File: src/verilog/qub_regs.svh
`ifndef QUB_REGS_SVH
`define QUB_REGS_SVH
// ---------------------------------------------------------------
// per-channel register offsets (low three address bits)
// ---------------------------------------------------------------
`define QUB_OFF_IER 3'h1
`define QUB_OFF_IIR 3'h2
`define QUB_OFF_MCR 3'h4
`define QUB_OFF_MSR 3'h6
`define QUB_OFF_SPR 3'h7
// ---------------------------------------------------------------
// field positions
// ---------------------------------------------------------------
`define QUB_MCR_RTS 1
`define QUB_MCR_OUT2 3
`define QUB_MCR_AFE 5
`define QUB_IER_MS 3
`define QUB_MSR_TERI 2
`define QUB_MSR_RI 6
// ---------------------------------------------------------------
// reset values
// ---------------------------------------------------------------
`define QUB_MCR_RST 8'h00
`define QUB_IER_RST 8'h00
`define QUB_SPR_RST 8'hff
`define QUB_IIR_NONE 8'h01
`define QUB_IIR_MODEM 8'h00
`endif

File: src/verilog/qub_pkg.sv
package qub_pkg;
    // bus side signals sampled from the host pins
    typedef struct packed {
        logic cs_n;
        logic [4:0] addr;
        logic [7:0] wdata;
    } qub_bus_t;
    typedef enum logic [1:0] {QUB_IDLE = 2'b00, QUB_ACT = 2'b01} qub_acc_t;
endpackage : qub_pkg

File: src/verilog/qub_sync_edge.sv
// ---------------------------------------------------------------
// two-flop synchroniser with edge detect on the synced level
// ---------------------------------------------------------------
module qub_sync_edge #(
    parameter int W = 1,
    parameter logic [W-1:0] INIT = '1
) (
    input wire logic sys_clk, // clock
    input wire logic srst, // sync reset, active high
    input wire logic [W-1:0] din, // async level
    output logic [W-1:0] level, // synced level
    output logic [W-1:0] rise, // one-cycle rise pulse
    output logic [W-1:0] fall // one-cycle fall pulse
);
    logic [W-1:0] s1_r;
    logic [W-1:0] s2_r;
    logic [W-1:0] s3_r;
    // first flop feeds only the second
    always_ff @(posedge sys_clk)
    begin
        if (srst)
        begin
            s1_r <= INIT;
            s2_r <= INIT;
            s3_r <= INIT;
        end
        else
        begin
            s1_r <= din;
            s2_r <= s1_r;
            s3_r <= s2_r;
        end
    end
    assign level = s2_r;
    assign rise = s2_r & ~s3_r;
    assign fall = ~s2_r & s3_r;
endmodule : qub_sync_edge

File: src/verilog/qub_host_if.sv
`include "qub_regs.svh"
module qub_host_if #(
    parameter int NCH = 4
) (
    input wire logic sys_clk, // system clock, 50 MHz
    input wire logic srst, // synchronous system reset, active high
    input wire logic mode_sel, // 1 separate strobes, 0 combined strobe
    input wire logic reset_pin, // device reset pin, polarity per mode
    input wire logic cs_n, // chip select, active low
    input wire logic [4:0] addr, // address bus
    input wire logic [7:0] data_in, // data bus in
    input wire logic read_strobe_n, // read strobe (separate style)
    input wire logic write_strobe_n, // write strobe or read/write direction
    input wire logic [NCH-1:0] ring_indicate_n, // ring indicate per channel, active low
    input wire logic [NCH-1:0] rts_auto_req_n, // auto flow request from receive side
    output logic [7:0] data_out, // data bus out
    output logic data_oe, // data bus drive enable
    output logic irq_n, // shared active-low request / channel A in separate style
    output logic [NCH-1:0] chan_irq, // per-channel interrupt outputs
    output logic [NCH-1:0] chan_irq_oe, // per-channel output enables
    output logic [NCH-1:0] rts_n, // request to send, active low
    output logic [NCH-1:0] serial_en, // transmit/receive enable per channel
    output logic [NCH-1:0] auto_flow // automatic flow control enabled
);
    // channel select is two address bits wide, so only four channels can be served
    generate
        if (NCH != 4)
        begin : g_nch_check
            $error("qub_host_if serves four channels only");
        end
    endgenerate
    // ---------------------------------------------------------------
    // synchronisers
    // ---------------------------------------------------------------
    logic rd_fall, wr_lvl, wr_fall;
    logic cs_rise;
    logic [NCH-1:0] ri_rise;
    qub_sync_edge #(.W(1), .INIT(1'b1)) u_rd (.sys_clk(sys_clk), .srst(srst), .din(read_strobe_n),
        .level(), .rise(), .fall(rd_fall));
    qub_sync_edge #(.W(1), .INIT(1'b1)) u_wr (.sys_clk(sys_clk), .srst(srst), .din(write_strobe_n),
        .level(wr_lvl), .rise(), .fall(wr_fall));
    qub_sync_edge #(.W(1), .INIT(1'b0)) u_cs (.sys_clk(sys_clk), .srst(srst), .din(~cs_n),
        .level(), .rise(cs_rise), .fall());
    qub_sync_edge #(.W(NCH), .INIT('1)) u_ri (.sys_clk(sys_clk), .srst(srst), .din(ring_indicate_n),
        .level(), .rise(ri_rise), .fall());
    // ---------------------------------------------------------------
    // reset and access decode
    // ---------------------------------------------------------------
    logic sep_mode;
    logic dev_rst;
    qub_pkg::qub_bus_t bus;
    logic wr_ev, rd_ev;
    logic [1:0] ch_sel;
    assign sep_mode = mode_sel;
    // reset pin is active high in separate style, active low in combined
    assign dev_rst = srst | (sep_mode ? reset_pin : ~reset_pin);
    assign bus = '{cs_n: cs_n, addr: addr, wdata: data_in};
    // combined style takes access on chip select assertion, direction from the write pin
    assign wr_ev = sep_mode ? (wr_fall & ~bus.cs_n) : (cs_rise & ~wr_lvl);
    assign rd_ev = sep_mode ? (rd_fall & ~bus.cs_n) : (cs_rise & wr_lvl);
    // separate style reaches channel A only through the low three bits
    assign ch_sel = sep_mode ? 2'h0 : bus.addr[4:3];
    function automatic logic hit(input logic [2:0] a, input logic [2:0] off);
        hit = (a == off);
    endfunction : hit
    // ---------------------------------------------------------------
    // per-channel registers
    // ---------------------------------------------------------------
    logic [7:0] mcr_r [NCH];
    logic [7:0] ier_r [NCH];
    logic [7:0] spr_r [NCH];
    logic [NCH-1:0] teri_r;
    logic [NCH-1:0] cond;
    genvar g;
    generate
        for (g = 0; g < NCH; g++)
        begin : g_ch
            logic sel;
            assign sel = (ch_sel == 2'(g));
            // register writes
            always_ff @(posedge sys_clk)
            begin
                if (dev_rst)
                begin
                    mcr_r[g] <= `QUB_MCR_RST;
                    ier_r[g] <= `QUB_IER_RST;
                    spr_r[g] <= `QUB_SPR_RST;
                end
                else if (wr_ev && sel)
                begin
                    if (hit(bus.addr[2:0], `QUB_OFF_MCR))
                        mcr_r[g] <= bus.wdata;
                    if (hit(bus.addr[2:0], `QUB_OFF_IER))
                        ier_r[g] <= bus.wdata;
                    if (hit(bus.addr[2:0], `QUB_OFF_SPR))
                        spr_r[g] <= bus.wdata;
                end
            end
            // ring edge sets a sticky flag; reading status clears it, set wins
            always_ff @(posedge sys_clk)
            begin
                if (dev_rst)
                    teri_r[g] <= 1'b0;
                else if (ri_rise[g])
                    teri_r[g] <= 1'b1;
                else if (rd_ev && sel && hit(bus.addr[2:0], `QUB_OFF_MSR))
                    teri_r[g] <= 1'b0;
            end
            assign cond[g] = teri_r[g] & ier_r[g][`QUB_IER_MS];
        end
    endgenerate
    // ---------------------------------------------------------------
    // read data
    // ---------------------------------------------------------------
    logic [7:0] rdata;
    always_comb
    begin
        unique case (bus.addr[2:0])
            `QUB_OFF_MCR: rdata = mcr_r[ch_sel];
            `QUB_OFF_IER: rdata = ier_r[ch_sel];
            `QUB_OFF_SPR: rdata = spr_r[ch_sel];
            `QUB_OFF_IIR: rdata = cond[ch_sel] ? `QUB_IIR_MODEM : `QUB_IIR_NONE;
            `QUB_OFF_MSR: rdata = {5'h00, teri_r[ch_sel], 2'h0}; // ring flag at bit 2
            default: rdata = 8'h00;
        endcase
    end
    // data bus is driven while the read strobe or read cycle is active
    always_ff @(posedge sys_clk)
    begin
        if (dev_rst)
        begin
            data_out <= 8'h00;
            data_oe <= 1'b0;
        end
        else
        begin
            if (rd_ev)
                data_out <= rdata;
            data_oe <= rd_ev | (data_oe & ~cs_n & (sep_mode ? ~read_strobe_n : write_strobe_n));
        end
    end
    // ---------------------------------------------------------------
    // interrupt and modem outputs
    // ---------------------------------------------------------------
    always_ff @(posedge sys_clk)
    begin
        if (dev_rst)
        begin
            irq_n <= 1'b1;
            chan_irq <= '0;
            chan_irq_oe <= '0;
        end
        else
        begin
            for (int i = 0; i < NCH; i++)
            begin
                chan_irq[i] <= sep_mode & cond[i] & mcr_r[i][`QUB_MCR_OUT2];
                chan_irq_oe[i] <= sep_mode & mcr_r[i][`QUB_MCR_OUT2];
            end
            // combined: OR of all channels; separate: channel A only
            irq_n <= sep_mode ? ~(cond[0] & mcr_r[0][`QUB_MCR_OUT2]) : ~(|cond);
        end
    end
    // rts follows the control bit, and the receive side also holds it high when auto flow is on
    always_ff @(posedge sys_clk)
    begin
        if (dev_rst)
        begin
            rts_n <= '1;
            serial_en <= '0;
            auto_flow <= '0;
        end
        else
        begin
            serial_en <= '1;
            for (int i = 0; i < NCH; i++)
            begin
                auto_flow[i] <= mcr_r[i][`QUB_MCR_AFE];
                rts_n[i] <= ~mcr_r[i][`QUB_MCR_RTS] |
                    (mcr_r[i][`QUB_MCR_AFE] & rts_auto_req_n[i]);
            end
        end
    end
endmodule : qub_host_if

File: config.mk
export PLATFORM = sky130hd
export DESIGN_NAME = qub_host_if
export DESIGN_NICKNAME = d
export VERILOG_FILES = /design/src/verilog/qub_pkg.sv /design/src/verilog/qub_sync_edge.sv /design/src/verilog/qub_host_if.sv
export VERILOG_INCLUDE_DIRS = /design/src /design/src/verilog
export SDC_FILE = /design/constraint.sdc
export NUM_CORES = 1
export LEC_CHECK = 0
export ABC_CLOCK_PERIOD_IN_PS = 2500
export BUFFER_PORTS_ARGS = -buffer_cell sky130_fd_sc_hd__buf_4
export CAP_MARGIN = 20
export CORE_MARGIN = 10
export CORE_UTILIZATION = 35
export DETAILED_ROUTE_END_ITERATION = 6
export SLEW_MARGIN = 15
export SYNTH_ARGS = -nofsm -noshare
export SYNTH_HDL_FRONTEND = slang
export SYNTH_SLANG_ARGS = --single-unit
File: constraint.sdc
create_clock -name sys_clk -period 2.5 [get_ports sys_clk]
set_input_delay 0.375 -clock sys_clk [delete_from_list [all_inputs] [get_ports sys_clk]]
set_output_delay 0.375 -clock sys_clk [all_outputs]
set_load 0.005 [all_outputs]
==> summary.txt <==
Clock Latency Late Sink = 420 ps
routed vias = 4278
RSZ-0062 raised after global routing = false
share of layout cells above drive strength 1 = 25.4%
vias in the first global route = 4450
antenna viol nets, final = 0
Peak Freq = 475 MHz
initial antenna violation count = 0
Worst path slowest cell = or3b_1
hold_ws = 132 ps
first-pass GRT wire length = 25600 microns
LEAKAGE = 2.84 nW
Hold Buf Count CTS = 0
met3 wire len = 975 microns
Synth area leader = edfxtp_1
Final period util = 84.3%
crit end category = flop
Synth async-reset ratio = 0%
Distinct cells, synth = 59
Placer Congestion = 0.826
total iterations of the first detailed-routing run = 5
Post-synth EDFFs = 96
largest net degree at the start of global routing = 29
Slew Limit Headroom = 51.7%
Starting DRT DRC Count = 283
CORE AREA = 18000 sq um
n_diodes = 0
top post-synthesis cells by area = edfxtp_1 (45%), dfxtp_1 (16%), and2_1 (6.9%), or2_1 (3.1%), mux2i_1 (2.7%)
Hold Violations, Final = 0
fill count = 1668
Reg clk slew, reported paths = 60 ps
Via density = 5.09
Cell Rows = 49
setup_tns = 0 ps
max-cap viol count = 0
Pwr Density = 714 nW/um^2
crit-path cells = or3b_1, a21oi_2, and3_1, nand2_1, or2_1
final count of negative-setup-slack endpoints = 0
Synth top cells by count = edfxtp_1 (96), and2_1 (70), dfxtp_1 (52)
Nets = 626
Cells after Synth = 528
WS Path Type = reg -> reg
wirelength, routed = 16500 microns
status = finished clean
crit-path max FO = 8
clk_skew = 6.31 ps
Syn Nets = 556
Top Metal Used = met4
drt wl/cell = 19.6 microns
Worst Path Required = 2670 ps
CTS Buf Count = 17
CP arrival = 2280 ps
clock sinks = 148
post_cts resized = 0
top_reg_cell synth = edfxtp_1
I/O Pins = 58
Die Height = 155 microns
VDD IR-drop max = 378 uV
Reg area = 3920 sq um
CP Buf/Inv Count = 0
postcts setup bufs = 0
Final Max Slew Viols = 0
Tightest Pin Transition = 723 ps
Congestion Overflow GR = 0
critical path startpoint category = flop
metal2 WL = 7620 microns
DP HPWL = 11700 microns
Hold Crit Class = in -> reg
Tot GR Track Use = 13.9%
Max Buffers Root-to-Sink = 2
Mean Syn Cell Area = 12.1 sq um
register area share after synthesis = 61.6%
drc violations = 0
synthesis-stage register bit count = 148
synth warn = 0
Die W = 155 microns
Synth Cell Area = 6370 sq um
Area Growth Syn to Fin = 20.7%
die area = 24000 sq um
Final Critical Period = 2110 ps
root buffer cell = clkbuf_16
most frequent cell after synthesis = edfxtp_1
CP top delay family = simple AND/OR/NAND/NOR gates
top-area cell type share of the netlist area = 45.3%
area of the multi-input gates = 2230 sq um
CTS tree = built
Crit path largest cell delay = 370 ps
starting density of the core = 35.5%
M1 wire length = 7650 microns
number of I/O port buffers = 57
# H-tree levels = 4
placed cells by master, fill, tap and decap left out, types with 12 or more instances in the layout:
cell type	Yosys	layout
nor2_1	17	17
o221ai_1	16	16
and3_1	14	14
a21oi_1	12	12
or2_2	18	18
dfxtp_1	52	52
edfxtp_1	96	96
nand2_1	22	22
or2_1	32	32
buf_4	6	90
a2bb2oi_1	13	13
o21ai_0	26	26
mux2i_1	17	17
and2_1	70	70
clkbuf_16	0	18
through the flow:
step | std cells | power [mW] | instance area (sq um) | worst slack (ps) | util, %
3_5_place_dp | 808 | 3.18 | 7140 | 230 | 39.8
4_1_cts | 840 | 5.53 | 7690 | 435 | 42.8
6_report | 840 | 5.49 | 7690 | 393 | 42.8
3_3_place_gp | 808 | 3.18 | 7140 | 233 | 39.8
2_1_floorplan | 528 | 3.00 | 6370 | 333 | -
5_1_grt | 840 | 5.67 | 7690 | 211 | 42.8
logic make-up after synthesis:
| logic type | after synthesis | share of synthesized area, % |
|---|---|---|
| simple gates | 213 | 20.0 |
| flops | 148 | 61.6 |
| compound gates | 95 | 10.7 |
| buf+inv | 45 | 3.34 |
| mux | 25 | 4.14 |
| xor+xnor | 2 | 0.275 |
where the power goes:
part           internal, mW  leakage (nW)  switching, mW
clock network          1.36         0.281          0.999
logic                 0.160          1.19          0.240
registers              2.69          1.37         0.0354
total                  4.21          2.84           1.27
worst reg2reg max path, cell delays in order (launching register included):
cell     delay [ps]
dfxtp_1         340
or3b_1          370
a21oi_2         350
and3_1          350
nand2_1         190
or2_1           260
layout make-up:
type | count | share of cell area [%]
clock inverter | 11 | 0.944
sequential | 148 | 51.0
multi-input combinational | 335 | 29.1
timing repair buffer | 90 | 8.79
tap | 229 | 3.73
clock buffer | 21 | 6.15
inverter | 6 | 0.293
flip-flops by register name, indices dropped and copies added (netlist names), 4 cells and up:
signal,count
auto_flow,4
chan_irq,4
chan_irq_oe,4
data_out,8
ier_r,32
mcr_r,32
rts_n,4
spr_r,32
teri_r,4
u_ri.level,4
u_ri.s1_r,4
u_ri.s3_r,4
per-layer routing:
metal | vias up | GRT usage (%)
met4 | 0 | 4.59
met3 | 17 | 3.97
li1 | 2041 | -
met1 | 2086 | 18.0
met2 | 134 | 21.9
met5 | - | 0
final timing paths:
kind | to | slack [ps] | depth (start not counted) | start
max reg2reg | spr_r[1][5] | 390 | 5 | u_cs.level
max | spr_r[1][5] | 390 | 5 | u_cs.level
min reg2reg | u_ri.level[3] | 410 | 1 | u_ri.s1_r[3]
min | u_ri.s1_r[1] | 130 | 2 | ring_indicate_n[1]
Note: power is estimated with default switching activity, not from simulation.
